**config.mk**
```make
export PLATFORM = sky130hd
export DESIGN_NAME = civsr_regs
export DESIGN_NICKNAME = d
export VERILOG_FILES = /design/src/inc/civsr_pkg.sv /design/src/rtl/civsr_regs.sv
export SDC_FILE = /design/constraint.sdc
export NUM_CORES = 1
export LEC_CHECK = 0
export ABC_CLOCK_PERIOD_IN_PS = 1450
export BUFFER_PORTS_ARGS = -buffer_cell sky130_fd_sc_hd__buf_2
export CAP_MARGIN = 20
export CORE_MARGIN = 5
export CORE_UTILIZATION = 45
export DETAILED_ROUTE_END_ITERATION = 6
export GPL_TIMING_DRIVEN = 0
export PLACE_DENSITY_LB_ADDON = 0.15
export SKIP_LAST_GASP = 1
export SLEW_MARGIN = 20
export SYNTH_ARGS = -nofsm -noshare
export SYNTH_HDL_FRONTEND = slang
export SYNTH_SLANG_ARGS = --single-unit
```
**constraint.sdc**
```tcl
create_clock -name clk_sys_i -period 1.45 [get_ports clk_sys_i]
set_input_delay 0 -clock clk_sys_i [delete_from_list [all_inputs] [get_ports clk_sys_i]]
set_output_delay 0 -clock clk_sys_i [all_outputs]
set_load 0.05 [all_outputs]
```
**src/inc/civsr_pkg.sv**
```systemverilog
`default_nettype none
package civsr_pkg;
    // register indices; byte address is four times the index
    localparam logic [7:0] IDX_LEFT_INPUT_AMP_ROUTE = 8'h25;
    localparam logic [7:0] IDX_RIGHT_INPUT_AMP_ROUTE = 8'h26;
    localparam logic [7:0] IDX_LEFT_SPEAKER_VOLUME = 8'h28;
    localparam logic [7:0] IDX_RIGHT_SPEAKER_VOLUME = 8'h29;
    localparam logic [7:0] IDX_THERMAL_FLAGS = 8'h2f;
    localparam logic [7:0] IDX_MIC_BIAS_CTRL = 8'h30;
    localparam int ADDR_W = 10;
    // input amp fields
    localparam int AMP_ON_BIT = 4;
    localparam logic [3:0] ROUTE_RST = 4'h8;
    // speaker volume fields
    localparam int COMMIT_BIT = 8;
    localparam int ZC_BIT = 7;
    localparam logic [6:0] GAIN_RST = 7'h00;
    localparam logic [6:0] GAIN_MUTE_TOP = 7'h2f;
    localparam logic [6:0] GAIN_MIN_TOP = 7'h35;
    localparam logic [6:0] GAIN_ZERO_DB = 7'h79;
    localparam logic signed [7:0] GAIN_MIN_DB = -8'sd68;
    // thermal flag positions
    localparam int HP_FAULT_BIT = 3;
    localparam int HP_WARN_BIT = 2;
    localparam int SPK_FAULT_BIT = 1;
    localparam int SPK_WARN_BIT = 0;
    // mic bias / sensor control fields
    localparam int RSVD_HI_BIT = 15;
    localparam int CUR_LIM_LSB = 12;
    localparam int SHORT_LIM_LSB = 10;
    localparam int SENSE_ON_BIT = 9;
    localparam int CUR_FLAG_BIT = 7;
    localparam int SHORT_FLAG_BIT = 6;
    localparam int RSVD_LO_BIT = 5;
    localparam int HP_SENSOR_BIT = 2;
    localparam int SPK_SENSOR_BIT = 1;
    localparam int MIC_LVL_BIT = 0;
    localparam logic [2:0] CUR_LIM_RST = 3'h0;
    localparam logic [1:0] SHORT_LIM_RST = 2'h0;

    typedef struct packed {
        logic psel;
        logic penable;
        logic pwrite;
        logic [ADDR_W-1:0] paddr;
        logic [31:0] pwdata;
    } civsr_apb_req_type;

    typedef struct packed {
        logic pready;
        logic pslverr;
        logic [31:0] prdata;
    } civsr_apb_rsp_type;

    typedef struct packed {
        logic on;
        logic [3:0] route;
    } civsr_amp_type;

    typedef struct packed {
        logic [6:0] code;
        logic mute;
        logic signed [7:0] gain_db;
    } civsr_spk_type;
endpackage : civsr_pkg
`default_nettype wire

```
**src/rtl/civsr_regs.sv**
```systemverilog
`default_nettype none
// Summary of operation
// - left amp on by bit4 or path enable
// - bits3..0 route left pins, pin1 resets 1
// - right amp on by bit4 or path enable
// - bits3..0 route right pins, pin1 resets 1
// - commit bit arms both gains, each applied once its zero-cross gating allows
// - left bit7 enables zero-cross gating
// - right bit7 enables zero-cross gating
// - codes up to 0x2f mute channel
// - low band -68 dB, then 1 dB steps
// - both gains reset to zero code
// - bit3 shows headphone thermal fault
// - bit2 shows headphone thermal warning
// - bit1 shows speaker thermal fault
// - bit0 shows speaker thermal warning
// - thermal flags read-only, writes ignored
// - bits14..12 select bias current limit
// - bits11..10 select bias short limit
// - bit9 enables bias current/short sensing
// - bit7 reports bias current over limit
// - bit6 reports bias short over limit
// - bit2 enables headphone sensor, reset 1
// - bit1 enables speaker sensor, reset 1
module civsr_regs (
    // clock and reset
    input wire logic clk_sys_i,
    input wire logic rst_n_i,
    // apb slave
    input wire civsr_pkg::civsr_apb_req_type apb_i,
    output civsr_pkg::civsr_apb_rsp_type apb_o,
    // input paths, same clock
    input wire logic left_input_path_on_i,
    input wire logic right_input_path_on_i,
    // zero crossing strobes, same clock
    input wire logic left_zero_cross_i,
    input wire logic right_zero_cross_i,
    // analogue status, asynchronous
    input wire logic hp_over_temp_fault_i,
    input wire logic hp_over_temp_warning_i,
    input wire logic spk_over_temp_fault_i,
    input wire logic spk_over_temp_warning_i,
    input wire logic bias_current_over_i,
    input wire logic bias_short_i,
    // input amp control
    output civsr_pkg::civsr_amp_type left_amp_o,
    output civsr_pkg::civsr_amp_type right_amp_o,
    // applied speaker gains
    output civsr_pkg::civsr_spk_type left_spk_o,
    output civsr_pkg::civsr_spk_type right_spk_o,
    // mic bias and sensors
    output logic [2:0] bias_current_limit_sel_o,
    output logic [1:0] bias_short_limit_sel_o,
    output logic bias_sense_on_o,
    output logic hp_thermal_sensor_on_o,
    output logic spk_thermal_sensor_on_o,
    output logic mic_supply_level_o
);
    import civsr_pkg::*;

    logic [4:0] left_ctrl_r;
    logic [4:0] right_ctrl_r;
    logic left_amp_on_r;
    logic right_amp_on_r;
    logic left_spk_zero_cross_on_r;
    logic right_spk_zero_cross_on_r;
    logic [6:0] left_shadow_r;
    logic [6:0] right_shadow_r;
    logic [6:0] left_spk_gain_r;
    logic [6:0] right_spk_gain_r;
    logic left_pend_r;
    logic right_pend_r;
    logic [15:0] mic_ctrl_r;
    logic [5:0] sync1_r;
    logic [5:0] sync2_r;
    logic [31:0] prdata_r;
    logic pslverr_r;

    logic setup;
    logic wr_acc;
    logic [7:0] idx;
    logic mapped;
    logic commit_wr;
    logic left_apply;
    logic right_apply;
    logic [3:0] thermal_flags;
    logic bias_current_over_flag;
    logic bias_short_flag;
    logic [31:0] rd_val;

    // bus decode
    assign setup = apb_i.psel && !apb_i.penable;
    assign wr_acc = apb_i.psel && apb_i.penable && apb_i.pwrite;
    assign idx = apb_i.paddr[ADDR_W-1:2];
    always_comb begin
        unique case (idx)
            IDX_LEFT_INPUT_AMP_ROUTE, IDX_RIGHT_INPUT_AMP_ROUTE,
            IDX_LEFT_SPEAKER_VOLUME, IDX_RIGHT_SPEAKER_VOLUME,
            IDX_THERMAL_FLAGS, IDX_MIC_BIAS_CTRL: begin
                mapped = (apb_i.paddr[1:0] == 2'h0);
            end
            default: begin
                mapped = 1'b0;
            end
        endcase
    end

    // input amp control registers
    always_ff @(posedge clk_sys_i) begin
        if (!rst_n_i) begin
            left_ctrl_r <= {1'b0, ROUTE_RST};
            right_ctrl_r <= {1'b0, ROUTE_RST};
        end else if (wr_acc && mapped) begin
            if (idx == IDX_LEFT_INPUT_AMP_ROUTE) begin
                left_ctrl_r <= apb_i.pwdata[4:0];
            end
            if (idx == IDX_RIGHT_INPUT_AMP_ROUTE) begin
                right_ctrl_r <= apb_i.pwdata[4:0];
            end
        end
    end

    // amp enable follows bit or path enable
    always_ff @(posedge clk_sys_i) begin
        if (!rst_n_i) begin
            left_amp_on_r <= 1'b0;
            right_amp_on_r <= 1'b0;
        end else begin
            left_amp_on_r <= left_ctrl_r[AMP_ON_BIT]
                || left_input_path_on_i;
            right_amp_on_r <= right_ctrl_r[AMP_ON_BIT]
                || right_input_path_on_i;
        end
    end

    // speaker shadows and zero-cross enables
    always_ff @(posedge clk_sys_i) begin
        if (!rst_n_i) begin
            left_shadow_r <= GAIN_RST;
            right_shadow_r <= GAIN_RST;
            left_spk_zero_cross_on_r <= 1'b0;
            right_spk_zero_cross_on_r <= 1'b0;
        end else if (wr_acc && mapped) begin
            if (idx == IDX_LEFT_SPEAKER_VOLUME) begin
                left_shadow_r <= apb_i.pwdata[6:0];
                left_spk_zero_cross_on_r <= apb_i.pwdata[ZC_BIT];
            end
            if (idx == IDX_RIGHT_SPEAKER_VOLUME) begin
                right_shadow_r <= apb_i.pwdata[6:0];
                right_spk_zero_cross_on_r <= apb_i.pwdata[ZC_BIT];
            end
        end
    end

    // commit from either volume register
    assign commit_wr = wr_acc && mapped && apb_i.pwdata[COMMIT_BIT]
        && (idx == IDX_LEFT_SPEAKER_VOLUME
        || idx == IDX_RIGHT_SPEAKER_VOLUME);
    assign left_apply = left_pend_r
        && (!left_spk_zero_cross_on_r || left_zero_cross_i);
    assign right_apply = right_pend_r
        && (!right_spk_zero_cross_on_r || right_zero_cross_i);

    // pending commit per channel, new commit wins over apply
    always_ff @(posedge clk_sys_i) begin
        if (!rst_n_i) begin
            left_pend_r <= 1'b0;
            right_pend_r <= 1'b0;
        end else begin
            left_pend_r <= commit_wr || (left_pend_r && !left_apply);
            right_pend_r <= commit_wr || (right_pend_r && !right_apply);
        end
    end

    // applied gains
    always_ff @(posedge clk_sys_i) begin
        if (!rst_n_i) begin
            left_spk_gain_r <= GAIN_RST;
            right_spk_gain_r <= GAIN_RST;
        end else begin
            if (left_apply) begin
                left_spk_gain_r <= left_shadow_r;
            end
            if (right_apply) begin
                right_spk_gain_r <= right_shadow_r;
            end
        end
    end

    // code to mute and dB
    function automatic civsr_spk_type gain_map(input logic [6:0] code);
        civsr_spk_type s;
        s.code = code;
        s.mute = (code <= GAIN_MUTE_TOP);
        if (code <= GAIN_MIN_TOP) begin
            s.gain_db = GAIN_MIN_DB;
        end else begin
            s.gain_db = 8'({1'b0, code}) - 8'({1'b0, GAIN_ZERO_DB});
        end
        return s;
    endfunction : gain_map

    // mic bias and sensor control
    always_ff @(posedge clk_sys_i) begin
        if (!rst_n_i) begin
            mic_ctrl_r <= 16'h0000;
            mic_ctrl_r[RSVD_HI_BIT] <= 1'b1;
            mic_ctrl_r[RSVD_LO_BIT] <= 1'b1;
            mic_ctrl_r[HP_SENSOR_BIT] <= 1'b1;
            mic_ctrl_r[SPK_SENSOR_BIT] <= 1'b1;
            mic_ctrl_r[MIC_LVL_BIT] <= 1'b1;
        end else if (wr_acc && mapped && idx == IDX_MIC_BIAS_CTRL) begin
            mic_ctrl_r <= apb_i.pwdata[15:0];
            mic_ctrl_r[CUR_FLAG_BIT] <= 1'b0;
            mic_ctrl_r[SHORT_FLAG_BIT] <= 1'b0;
        end
    end

    // two-stage sync of analogue status
    always_ff @(posedge clk_sys_i) begin
        if (!rst_n_i) begin
            sync1_r <= 6'h00;
            sync2_r <= 6'h00;
        end else begin
            sync1_r <= {bias_short_i, bias_current_over_i,
                hp_over_temp_fault_i, hp_over_temp_warning_i,
                spk_over_temp_fault_i, spk_over_temp_warning_i};
            sync2_r <= sync1_r;
        end
    end

    // status views
    assign thermal_flags = sync2_r[3:0];
    assign bias_current_over_flag = sync2_r[4]
        && mic_ctrl_r[SENSE_ON_BIT];
    assign bias_short_flag = sync2_r[5]
        && mic_ctrl_r[SENSE_ON_BIT];

    // read mux
    always_comb begin
        rd_val = 32'h0000_0000;
        unique case (idx)
            IDX_LEFT_INPUT_AMP_ROUTE: begin
                rd_val[4:0] = left_ctrl_r;
            end
            IDX_RIGHT_INPUT_AMP_ROUTE: begin
                rd_val[4:0] = right_ctrl_r;
            end
            IDX_LEFT_SPEAKER_VOLUME: begin
                rd_val[7:0] = {left_spk_zero_cross_on_r, left_shadow_r};
            end
            IDX_RIGHT_SPEAKER_VOLUME: begin
                rd_val[7:0] = {right_spk_zero_cross_on_r, right_shadow_r};
            end
            IDX_THERMAL_FLAGS: begin
                rd_val[3:0] = thermal_flags;
            end
            IDX_MIC_BIAS_CTRL: begin
                rd_val[15:0] = mic_ctrl_r;
                rd_val[CUR_FLAG_BIT] = bias_current_over_flag;
                rd_val[SHORT_FLAG_BIT] = bias_short_flag;
            end
            default: begin
                rd_val = 32'h0000_0000;
            end
        endcase
    end

    // read data and error caught in setup phase
    always_ff @(posedge clk_sys_i) begin
        if (!rst_n_i) begin
            prdata_r <= 32'h0000_0000;
            pslverr_r <= 1'b0;
        end else if (setup) begin
            prdata_r <= mapped ? rd_val : 32'h0000_0000;
            pslverr_r <= !mapped;
        end
    end

    // outputs
    assign apb_o.pready = 1'b1;
    assign apb_o.pslverr = pslverr_r && apb_i.psel && apb_i.penable;
    assign apb_o.prdata = prdata_r;
    assign left_amp_o.on = left_amp_on_r;
    assign left_amp_o.route = left_ctrl_r[3:0];
    assign right_amp_o.on = right_amp_on_r;
    assign right_amp_o.route = right_ctrl_r[3:0];
    assign left_spk_o = gain_map(left_spk_gain_r);
    assign right_spk_o = gain_map(right_spk_gain_r);
    assign bias_current_limit_sel_o = mic_ctrl_r[CUR_LIM_LSB +: 3];
    assign bias_short_limit_sel_o = mic_ctrl_r[SHORT_LIM_LSB +: 2];
    assign bias_sense_on_o = mic_ctrl_r[SENSE_ON_BIT];
    assign hp_thermal_sensor_on_o = mic_ctrl_r[HP_SENSOR_BIT];
    assign spk_thermal_sensor_on_o = mic_ctrl_r[SPK_SENSOR_BIT];
    assign mic_supply_level_o = mic_ctrl_r[MIC_LVL_BIT];
endmodule : civsr_regs
`default_nettype wire

```
* After elaboration in Yosys (flattened, before gate mapping)
Index checks and enable logic that the tools add are counted.
** Storage, ports and cells
- Register bits :: 103
- Word-level logic and storage cells :: 71
** Cells by class
- Add/sub/neg operators :: 2
- Order comparisons :: 4
- Equal/unequal tests :: 6
- Mux-type cells :: 8
- Reductions and logical operators :: 34
** Operators by type and width (number)
- 8-bit by 6-bit equality test with 1-bit output (second input constant) :: 6
- 7-bit by 6-bit less-or-equal comparator with 1-bit output (second input constant) :: 4
- 8-bit two-way mux :: 3
- 4-bit case mux with 6 select lines :: 1
- 16-bit two-way mux :: 1
- 7-bit by 7-bit subtractor with 8-bit output (second input constant) :: 2
- 1-bit logical AND :: 15
- 3-bit case mux with 3 select lines :: 1
- 2-bit AND reduction :: 4
- 1-bit logical OR :: 7
- 1-bit zero test :: 6
- 6-bit OR reduction :: 1
- 1-bit case mux with 5 select lines :: 1
- 2-bit zero test :: 1
- 1-bit two-way mux :: 1

* Logic depth before layout (Yosys ltp)
Gate-level depths: netlist (run 1).
- Depth in word-level cells :: 7
- Depth in mapped cells :: 7
- Depth with buffers taken out :: 6

* Least setup slack after synthesis (run 1)
OpenSTA, ideal clock, no wires.
- Path kind :: register to output
- Start point :: register left_spk_gain_r[0]
- End point :: output port left_spk_o[6] in the netlist's numbering
- Arrival time :: 2.140 ns
- Data required time :: 1.450 ns
- Slack :: -0.690 ns
- Stages on the path, launching flop included :: 7
- Cells stage by stage :: dfxtp_1 inv_1 ha_1 inv_1 o21ai_0 nor2_1 xor2_1
** RTL lines
- from (decl) :: line civsr_regs.sv:69 : logic [6:0] left_spk_gain_r;
- from (signal assigned) :: line civsr_regs.sv:182 : left_spk_gain_r <= left_shadow_r;
- to (decl) :: line civsr_regs.sv:49 : output civsr_pkg::civsr_spk_type left_spk_o,

==> impl_metrics.py, run 1 <==
metrics = {
    "status": {
        "run_status": "complete, but fails checks",
        "violations": "negative setup slack",
    },
    "die": {
        "die_area_um2": 11500,
        "chipWidth_um": 107.2,
        "die_height_um": 107.2,
        "io-pin-count": 142,
        "rows": 35,
        "core_area_um2": 9240,
        "floorplan.initialDensity_pct": 46.03,
    },
    "clock_tree": {
        "cts_inserted_buffers": 9,
        "clock_tree.root_cell": "sky130_fd_sc_hd__clkbuf_8",
        "clk_path_buf_depth": 2,
        "tritoncts": "built",
        "cts.htree.levels": 3,
        "clk_pin_slew_worst_paths_ps": 80,
        "clock_insertion_delay_worst_skew_ps": 350,
        "clkSinkCount": 87,
    },
    "detailed_routing": {
        "post_drt_antenna_nets": 0,
        "detail_route.vias_per_cell": 4.969,
        "routed_wirelength_um": 11930,
        "vias": 3881,
        "detail_route.first_pass.iterations": 4,
        "drt-initial-drc-count": 160,
        "drc_errors": 0,
        "avgRoutedWirePerCell_um": 15.28,
    },
    "synth": {
        "synth_area_leaders": "sky130_fd_sc_hd__dfxtp_1, sky130_fd_sc_hd__mux2i_1, sky130_fd_sc_hd__buf_4",
        "syn_area_um2": 4253,
        "yosys_most_used_dff": "sky130_fd_sc_hd__dfxtp_1",
        "yosysWarnings": 0,
        "synthesis.area_per_instance_um2": 8.916,
        "yosysSeqAreaShare_pct": 40.95,
        "yosysTopAreaCell": "sky130_fd_sc_hd__dfxtp_1",
        "asyncSetResetFlopFracSynth_pct": 0,
        "count_of_flip_flops_with_a_built_in_enable_after_synthesis": 0,
        "synth-seq-cells": 87,
        "netlist.area_leader.share_pct": 40.95,
        "ys_types": 51,
        "postSynthCellCount": 477,
    },
    "min_path": {
        "hold_path_class": "in2reg",
        "whs_path_cells": 3,
    },
    "timing": {
        "final_setup_skew_ps": 8.371,
        "period_minus_slack_ps": 1590,
        "least_setup_slack_across_all_paths_after_layout_ps": -140.4,
        "max_slew_margin_pct": 58.95,
        "slew_viol_final": 0,
        "hold-worst-slack_ps": 26.71,
        "max_freq_mhz": 628.8,
        "report.final.hold_viol_count": 0,
        "setup_violations": 16,
        "grt_setup_unrepaired": "yes",
        "post-route-period-util_pct": 109.7,
        "tightest_slew_ps": 615.7,
    },
    "placed_design": {
        "routabilityCongestion": 0.8726,
        "port_buffers": 107,
        "preCtsSetupSlack_ps": -551.0,
        "place_hpwl_um": 8644,
    },
    "job": {
        "number_of_violations_of_the_max_capacitance_limit": 0,
    },
    "global_routing": {
        "global_route.overflow_total": 0,
        "grt_use_total_pct": 20.80,
        "first_global_vias": 3796,
        "grt_start_max_net_pins": 16,
        "antenna_found_initial": 0,
        "grt_pass1_wl_um": 19090,
    },
    "layout": {
        "finish.net_count": 710,
        "antenna_cells": 0,
        "drive_above_1_share_pct": 37.42,
        "multiInputGateArea_um2": 2484,
        "area_growth_syn_to_layout_pct": 43.84,
        "ff_latch_area_um2": 1789,
        "num-fill-cells": 783,
        "most-common-layout-cells": "sky130_fd_sc_hd__buf_2, sky130_fd_sc_hd__dfxtp_1, sky130_fd_sc_hd__nand2_1, sky130_fd_sc_hd__buf_4, sky130_fd_sc_hd__mux2i_1",
        "layout_commonest_cell": "sky130_fd_sc_hd__buf_2",
    },
    "worst_setup_path": {
        "crit_required_ps": 1450,
        "crit_type": "reg2out",
        "critPathArrivalTime_ps": 1590,
        "critical_path.endpoint_type": "output pin",
        "setup.worst_path.start_class": "flop",
        "reg2reg_depth": 4,
        "cp_max_fo": 4,
    },
    "power_and_ir_drop": {
        "power-per-cell-area_nw_per_um2": 787.3,
        "power.leakage_nw": 2.647,
        "peakVddDrop_uv": 637.2,
    },
}
## worst max-delay path, cell delays in order (launching register included)
cell and delay [ps]:
sky130_fd_sc_hd__dfxtp_4 370, sky130_fd_sc_hd__inv_4 70, sky130_fd_sc_hd__ha_4 140, sky130_fd_sc_hd__inv_2 40
sky130_fd_sc_hd__o21ai_4 180, sky130_fd_sc_hd__xor2_1 190, sky130_fd_sc_hd__nand2_1 80, sky130_fd_sc_hd__buf_6 160
## synth_stat cells (8+ instances only)
cell type and n:
sky130_fd_sc_hd__o21ai_0 13, sky130_fd_sc_hd__a21boi_0 14, sky130_fd_sc_hd__buf_4 32, sky130_fd_sc_hd__nor2_1 11, sky130_fd_sc_hd__nand2_1 62, sky130_fd_sc_hd__a22o_1 9
sky130_fd_sc_hd__inv_1 12, sky130_fd_sc_hd__nand3_1 21, sky130_fd_sc_hd__a31oi_1 12, sky130_fd_sc_hd__nor3_1 8, sky130_fd_sc_hd__clkbuf_1 19, sky130_fd_sc_hd__nor2b_1 34
sky130_fd_sc_hd__nand4_1 8, sky130_fd_sc_hd__and2_1 16, sky130_fd_sc_hd__dfxtp_1 87, sky130_fd_sc_hd__mux2i_1 37
## cells by family after synthesis
family,count (synthesis),share of synthesized area [%]
buffers and inverters,70,9.326
AND/OR/NAND/NOR,187,24.51
XOR/XNOR,7,1.442
adder cells (fa/ha/maj),6,1.765
multiplexers,37,8.709
other,2,0.1766
AO/OA/AOI/OAI,81,13.12
flip-flops,87,40.95
## repair_timing
| action | CTS | global route |
|---|---|---|
| hold buffers | 26 | 0 |
| hold endpoints to repair | 37 | 0 |
| endpoints found under the setup margin | 57 | 37 |
| pin swaps | 19 | 19 |
| buffers inserted | 10 | 5 |
| resized for setup | 76 | 28 |
## flip-flops by register name (all words and copies together) (netlist names), 5 cells and up
| name | flops |
|---|---|
| left_ctrl_r | 5 |
| left_shadow_r | 7 |
| left_spk_gain_r | 7 |
| mic_ctrl_r | 14 |
| prdata_r | 16 |
| right_ctrl_r | 5 |
| right_shadow_r | 7 |
| right_spk_gain_r | 7 |
| sync1_r | 6 |
| sync2_r | 6 |
## layout make-up
| class | count | area share, % |
|---|---|---|
| plain buffers | 54 | 5.523 |
| clock buffers | 10 | 2.434 |
| clock inverters | 6 | 1.452 |
| inverters | 12 | 1.023 |
| multi-input cells | 335 | 40.60 |
| flip-flops and latches | 87 | 29.25 |
| well taps | 129 | 2.639 |
| repair buffers | 148 | 17.08 |
## report_power, final
group | internal, mW | leakage, nW | switching, mW
clock network | 1.08 | 0.122 | 0.878
logic | 0.187 | 1.81 | 0.279
registers | 2.38 | 0.715 | 0.00539
## through the flow
| stage | std cells | power (mW) | utilization (%) | setup TNS (ps) | instance area, um^2 |
|---|---|---|---|---|---|
| after floorplan | 492 | 2.739 | - | -23.74 | 4447 |
| after global placement | 728 | 2.862 | 55.67 | -18120 | 5144 |
| after detailed placement | 728 | 2.864 | 55.67 | -19780 | 5144 |
| after CTS | 776 | 4.848 | 64.31 | -1867 | 5942 |
| after global routing | 781 | 4.993 | 66.20 | -2377 | 6117 |
| final | 781 | 4.816 | 66.20 | -1096 | 6117 |
## path summary, 6_finish.rpt
path                                          start                          endpoint  slack (ps)
max                right_spk_gain_r[0]$_SDFFE_PN0P_                    right_spk_o[4]        -140
min reg2reg                   sync1_r[4]$_SDFF_PN0_             sync2_r[4]$_SDFF_PN0_         440
max reg2reg  right_spk_zero_cross_on_r$_SDFFE_PN0P_  right_spk_gain_r[0]$_SDFFE_PN0P_         180
min                                       apb_i[40]            pslverr_r$_SDFFE_PN0P_          30
## per-layer routing
metal	GRT usage (%)	wire length (um)	up-vias	share of wire, %
met3	3.010	767	19	6.4
met1	25.52	4946	1806	41
met5	0	0	-	0
li1	-	-	1927	-
met2	37.00	5989	129	50
met4	7.123	228	0	1.9
Power figures use the tool's default switching activity.
==> inputs of run 2 (changes only) <==
--- a/config.mk
+++ b/config.mk
@@ -5,7 +5,6 @@
 export SDC_FILE = /design/constraint.sdc
 export NUM_CORES = 1
 export LEC_CHECK = 0
-export ABC_CLOCK_PERIOD_IN_PS = 1450
 export BUFFER_PORTS_ARGS = -buffer_cell sky130_fd_sc_hd__buf_2
 export CAP_MARGIN = 20
 export CORE_MARGIN = 5
@@ -13,6 +12,7 @@
 export DETAILED_ROUTE_END_ITERATION = 6
 export GPL_TIMING_DRIVEN = 0
 export PLACE_DENSITY_LB_ADDON = 0.15
+export SETUP_SLACK_MARGIN = 0.15
 export SKIP_LAST_GASP = 1
 export SLEW_MARGIN = 20
 export SYNTH_ARGS = -nofsm -noshare
==> run 2 against run 1 <==
The flow still finishes with violations (negative setup slack). Sequential power about the same. Non-clock buffer count rose by 12. Count of clock-buffer cells in the layout rose by 2. Worst setup slack worse by 22 ps. Combinational power grew 5.4%. Critical path type unchanged. Clock power decreased by 6%. Final area is 3.5% higher. Critical endpoint is now left_spk_o[1]. Clock skew shrank 0.98 ps.
==> impl_metrics.py, run 2 (synthesis gave the netlist of run 1 again) <==
metrics = {
    "power_and_ir_drop": {
        "power-per-cell-area_nw_per_um2": 748.1,
        "peakVddDrop_uv": 690.5,
        "power_mw": 4.735,
        "power.leakage_nw": 2.769,
    },
    "clock_tree": {
        "clk_pin_slew_worst_paths_ps": 90,
        "clk_path_buf_depth": 2,
        "cts_inserted_buffers": 9,
        "clock_insertion_delay_worst_skew_ps": 350,
        "clkSinkCount": 87,
        "clock_tree.root_cell": "sky130_fd_sc_hd__clkbuf_8",
        "tritoncts": "built",
        "cts.htree.levels": 3,
    },
    "detailed_routing": {
        "detail_route.first_pass.iterations": 5,
        "vias": 3928,
        "drt-initial-drc-count": 199,
        "routed_wirelength_um": 12540,
        "avgRoutedWirePerCell_um": 15.81,
        "post_drt_antenna_nets": 0,
        "drc_errors": 0,
        "detail_route.vias_per_cell": 4.953,
    },
    "worst_setup_path": {
        "setup.worst_path.start_class": "flop",
        "cp_max_fo": 5,
        "worst-r2r-setup-slack_ps": 270,
        "crit_type": "reg2out",
        "crit_required_ps": 1450,
        "critical_path.endpoint_type": "output pin",
        "critPathArrivalTime_ps": 1610,
    },
    "timing": {
        "grt_setup_unrepaired": "yes",
        "max_freq_mhz": 620.3,
        "slew_viol_final": 0,
        "post-route-period-util_pct": 111.2,
        "least_setup_slack_across_all_paths_after_layout_ps": -162.1,
        "max_slew_margin_pct": 60.26,
        "period_minus_slack_ps": 1612,
        "setup_violations": 15,
        "hold-worst-slack_ps": 23.06,
        "final_setup_skew_ps": 7.393,
        "report.final.hold_viol_count": 0,
        "tightest_slew_ps": 596.1,
    },
    "die": {
        "chipWidth_um": 107.2,
        "die_area_um2": 11500,
        "io-pin-count": 142,
        "floorplan.initialDensity_pct": 46.03,
        "die_height_um": 107.2,
        "rows": 35,
        "core_area_um2": 9240,
    },
    "layout": {
        "reg.largest.list": "prdata_r: 16 flops, mic_ctrl_r: 14 flops",
        "largest_register_ffs": 16,
        "postLayoutCoreUtil_pct": 68.49,
        "final_cell_area_um2": 6329,
        "most-common-layout-cells": "sky130_fd_sc_hd__buf_2, sky130_fd_sc_hd__dfxtp_1, sky130_fd_sc_hd__nand2_1, sky130_fd_sc_hd__buf_4, sky130_fd_sc_hd__mux2i_1",
        "layout_commonest_cell": "sky130_fd_sc_hd__buf_2",
        "area_growth_syn_to_layout_pct": 48.81,
        "num-fill-cells": 746,
        "antenna_cells": 0,
        "drive_above_1_share_pct": 40.21,
        "regMostFlops": "prdata_r",
        "finish.net_count": 722,
    },
    "global_routing": {
        "global_route.overflow_total": 0,
        "grt_start_max_net_pins": 15,
        "antenna_found_initial": 0,
        "grt_pass1_wl_um": 19200,
        "grt_use_total_pct": 21.17,
        "first_global_vias": 3806,
    },
    "status": {
        "run_status": "complete, but fails checks",
        "violations": "negative setup slack",
    },
    "placed_design": {
        "placement_cell_area_um2": 5261,
        "port_buffers": 107,
        "place_hpwl_um": 9051,
        "routabilityCongestion": 0.8671,
    },
    "job": {
        "number_of_violations_of_the_max_capacitance_limit": 0,
    },
    "min_path": {
        "hold_path_class": "in2reg",
    },
}
## run 2: changes by cell type in the layout (fill, tap and decap cells not counted), moves of 3 or more
cell,change
sky130_fd_sc_hd__dfxtp_4,-4
sky130_fd_sc_hd__buf_8,+3
sky130_fd_sc_hd__nand2_1,-5
sky130_fd_sc_hd__clkbuf_16,+3
sky130_fd_sc_hd__buf_4,+4
sky130_fd_sc_hd__nand2_4,+3
sky130_fd_sc_hd__buf_6,+6
sky130_fd_sc_hd__dfxtp_2,+4
## run 2: power breakdown
part / switching, mW / internal (mW)
Combinational: 0.290 / 0.201
Sequential: 0.00680 / 2.39
Clock: 0.841 / 1.00
## run 2: final timing paths
path | cells past startpoint | start | end
max | 7 | left_spk_gain_r[1]$_SDFFE_PN0P_ | left_spk_o[1]
min | 3 | apb_i[41] | pslverr_r$_SDFFE_PN0P_
max reg2reg | 6 | left_spk_gain_r[4]$_SDFFE_PN0P_ | left_spk_gain_r[4]$_SDFFE_PN0P_
min reg2reg | 1 | sync1_r[4]$_SDFF_PN0_ | sync2_r[4]$_SDFF_PN0_
## run 2: layer usage
layer	GRT usage [%]	share of wire (%)
met1	25.81	41
met3	4.094	5.2
met5	0	0
met2	38.34	52
met4	4.658	1.7
## run 2: final cells by class
| class | count | area [um^2] | area share [%] |
|---|---|---|---|
| Buffer | 58 | 436.7 | 6.900 |
| Clock inverter | 4 | 48.80 | 0.7711 |
| Timing Repair Buffer | 156 | 1117 | 17.66 |
| Sequential cell | 87 | 1779 | 28.11 |
| Clock buffer | 12 | 177.7 | 2.807 |
| Inverter | 12 | 60.06 | 0.9490 |
| Multi-Input combinational cell | 335 | 2547 | 40.25 |
| Tap cell | 129 | 161.4 | 2.550 |
## run 2: critical path, stage by stage (launching register included)
cell and delay (ps):
sky130_fd_sc_hd__dfxtp_4 380, sky130_fd_sc_hd__inv_6 50, sky130_fd_sc_hd__ha_4 150, sky130_fd_sc_hd__inv_2 60, sky130_fd_sc_hd__a31oi_4 90, sky130_fd_sc_hd__o21bai_4 200, sky130_fd_sc_hd__nor2b_4 180, sky130_fd_sc_hd__buf_6 160
## run 2: per-stage QoR
stage               setup WS [ps]  TNS (ps)  instances
global placement           -309.5     -9850        728
CTS                        -200.7     -2260        786
floorplan                   71.49         0        492
finish                     -162.1     -1727        793
detailed placement         -303.8    -10290        728
global route               -251.9     -3024        793
## run 2: what timing repair did
item                                   CTS  global route
hold buffers                            27             0
setup endpoints to repair               47            44
endpoints found under the hold margin   41             0
setup buffers                           15             7
gates resized for setup                 72            33
pin swaps                               24            24
==> inputs of run 3 (changes only) <==
==> constraint.sdc (replaced) <==
create_clock -name clk_sys_i -period 1.45 [get_ports clk_sys_i]
set_input_delay 0 -clock clk_sys_i [delete_from_list [all_inputs] [get_ports clk_sys_i]]
set_output_delay 0 -clock clk_sys_i [all_outputs]
set_load 0.01 [all_outputs]
==> run 3 against run 2 <==
The flow still finishes with violations (negative setup slack). Worst setup slack better by 93 ps. Count of clock-buffer cells in the layout fell by 3. Die area unchanged. Core utilization decreased by 4.3 points. Global-route usage shrank 0.25 points. Maximum frequency is 6.1% higher. Sequential share of layout area grew 1.6 points. Non-clock buffer count down 8. Critical path depth unchanged. Register-to-register slack got worse by 30 ps. Power decreased by 3.7%. Final area is 6.3% lower. Largest cell class unchanged. Largest power group unchanged.
==> impl_metrics.py, run 3 (synthesis gave the netlist of run 1 again) <==
metrics = {
    "status": {
        "run_status": "complete, but fails checks",
        "violations": "negative setup slack",
    },
    "layout": {
        "final_cell_area_um2": 5931,
        "drive_above_1_share_pct": 36.28,
        "most-common-layout-cells": "sky130_fd_sc_hd__buf_2, sky130_fd_sc_hd__dfxtp_1, sky130_fd_sc_hd__nand2_1, sky130_fd_sc_hd__buf_4, sky130_fd_sc_hd__mux2i_1",
        "layout_commonest_cell": "sky130_fd_sc_hd__buf_2",
        "reg.largest.list": "prdata_r: 16 flops, mic_ctrl_r: 14 flops",
        "largest_register_ffs": 16,
        "num-fill-cells": 796,
        "regMostFlops": "prdata_r",
        "antenna_cells": 0,
        "area_growth_syn_to_layout_pct": 39.45,
        "finish.net_count": 714,
    },
    "power_and_ir_drop": {
        "power_mw": 4.560,
        "power.switching_mw": 1.149,
        "peakVddDrop_uv": 540.9,
        "clk_network_pwr_share_pct": 38.5,
        "power.switching_fraction_pct": 25.20,
        "internal_portion_of_total_power_mw": 3.411,
        "power.sequential.fraction_pct": 52.8,
        "combPwrFrac_pct": 8.7,
        "power.leakage_nw": 2.627,
        "power-per-cell-area_nw_per_um2": 768.9,
    },
    "placed_design": {
        "routabilityCongestion": 0.8313,
        "port_buffers": 107,
        "preCtsSetupSlack_ps": -340.5,
        "placement_cell_area_um2": 5060,
        "place_hpwl_um": 8588,
    },
    "clock_tree": {
        "clkSinkCount": 87,
        "cts_inserted_buffers": 9,
        "clk_pin_slew_worst_paths_ps": 90,
        "clock_tree.root_cell": "sky130_fd_sc_hd__clkbuf_8",
        "cts.htree.levels": 3,
        "tritoncts": "built",
        "clock_insertion_delay_worst_skew_ps": 360,
        "clk_path_buf_depth": 2,
    },
    "detailed_routing": {
        "detail_route.vias_per_cell": 4.876,
        "avgRoutedWirePerCell_um": 15.25,
        "drc_errors": 0,
        "drt-initial-drc-count": 163,
        "routed_wirelength_um": 11980,
        "detail_route.first_pass.iterations": 4,
        "post_drt_antenna_nets": 0,
        "vias": 3828,
    },
    "die": {
        "die_height_um": 107.2,
        "io-pin-count": 142,
        "rows": 35,
        "chipWidth_um": 107.2,
        "die_area_um2": 11500,
        "core_area_um2": 9240,
        "floorplan.initialDensity_pct": 46.03,
    },
    "min_path": {
        "whs_path_cells": 3,
        "hold_path_class": "in2reg",
        "holdCritStartpoint": "apb_i[40]",
        "hold_path_end": "pslverr_r$_SDFFE_PN0P_",
    },
    "global_routing": {
        "first_global_vias": 3805,
        "global_route.overflow_total": 0,
        "grt_start_max_net_pins": 17,
        "grt_pass1_wl_um": 18870,
        "grt_use_total_pct": 20.92,
        "antenna_found_initial": 0,
    },
    "timing": {
        "setup_violations": 12,
        "max_freq_mhz": 658.1,
        "least_setup_slack_across_all_paths_after_layout_ps": -69.41,
        "grt_setup_unrepaired": "yes",
        "post-route-period-util_pct": 104.8,
        "period_minus_slack_ps": 1519,
        "report.final.hold_viol_count": 0,
        "slew_viol_final": 0,
        "final_setup_skew_ps": 6.608,
        "max_slew_margin_pct": 59.60,
        "tightest_slew_ps": 606.0,
    },
    "worst_setup_path": {
        "critPathArrivalTime_ps": 1520,
        "critical_path.startpoint": "right_spk_gain_r[1]$_SDFFE_PN0P_",
        "setup.worst_path.start_class": "flop",
        "regToRegEndpoint": "left_spk_gain_r[2]$_SDFFE_PN0P_",
        "cp_max_fo": 5,
        "reg2reg_depth": 4,
        "crit_required_ps": 1450,
        "critical_path.endpoint_type": "output pin",
        "r2r-start": "left_spk_zero_cross_on_r$_SDFFE_PN0P_",
        "worst-r2r-setup-slack_ps": 240,
        "crit_type": "reg2out",
    },
    "job": {
        "number_of_violations_of_the_max_capacitance_limit": 0,
    },
}
==> run 3: changes by cell type in the layout (fill, tap and decap cells not counted), sizes merged <==
cell,delta
buf,-9
clkinvlp,+2
clkbuf,-1
inv,+2
clkinv,-1
dlygate4sd3,-1
==> run 3: layout make-up <==
class	instances	area, um^2	area share (%)
repair buffers	148	927.1	15.63
multi-input cells	335	2381	40.15
inverters	12	60.06	1.013
clock buffers	9	123.9	2.089
plain buffers	58	434.2	7.321
well taps	129	161.4	2.722
flip-flops and latches	87	1763	29.73
clock inverters	7	80.08	1.350
==> run 3: layer usage <==
layer	track usage [%]	vias up	wire, um
li1	-	1941	-
met1	25.11	1763	5121
met2	37.00	104	5999
met3	4.816	20	641
met4	6.210	0	213
met5	0	-	0
==> run 3: worst max path at each step <==
| stage | to | cells after the start |
|---|---|---|
| after global placement | right_ctrl_r[3]$_SDFFE_PN1P_ | 7 |
| after global routing | right_spk_o[1] | 7 |
| after floorplan | mic_ctrl_r[10]$_SDFFE_PN0P_ | 7 |
| after CTS | right_spk_o[8] | 6 |
| after detailed placement | right_ctrl_r[3]$_SDFFE_PN1P_ | 7 |
| final | right_spk_o[1] | 7 |
==> run 3: stage by stage <==
| step | instances | hold WS [ps] | TNS (ps) | util (%) |
|---|---|---|---|---|
| floorplan | 492 | 110.2 | 0 | - |
| global placement | 728 | 197.3 | -9742 | 54.76 |
| detailed placement | 728 | 205.5 | -10930 | 54.76 |
| CTS | 784 | 4.843 | -970.2 | 62.91 |
| global route | 785 | 48.74 | -1957 | 64.18 |
| finish | 785 | 24.21 | -485.9 | 64.18 |
==> run 3: power by group through the flow <==
stage	clock network, mW	logic [mW]	registers (mW)
after floorplan	0	0.198	2.47
after global placement	0	0.323	2.47
after detailed placement	0	0.326	2.47
after CTS	1.80	0.383	2.41
after global routing	1.89	0.428	2.41
final	1.76	0.396	2.41
==> run 3: critical path, cell delays in order (launching register included) <==
cell and delay [ps]:
sky130_fd_sc_hd__dfxtp_2 370, sky130_fd_sc_hd__inv_4 60, sky130_fd_sc_hd__ha_4 150, sky130_fd_sc_hd__inv_2 50, sky130_fd_sc_hd__a31oi_4 80, sky130_fd_sc_hd__o21bai_4 170
sky130_fd_sc_hd__nor2b_4 180, sky130_fd_sc_hd__buf_6 100
==> run 3: timing repair <==
item | in CTS | in global routing
pin swaps | 25 | 24
setup endpoints to repair | 32 | 58
hold buffers | 26 | 0
resized for setup | 60 | 30
endpoints found under the hold margin | 45 | 0
buffers inserted | 14 | 1
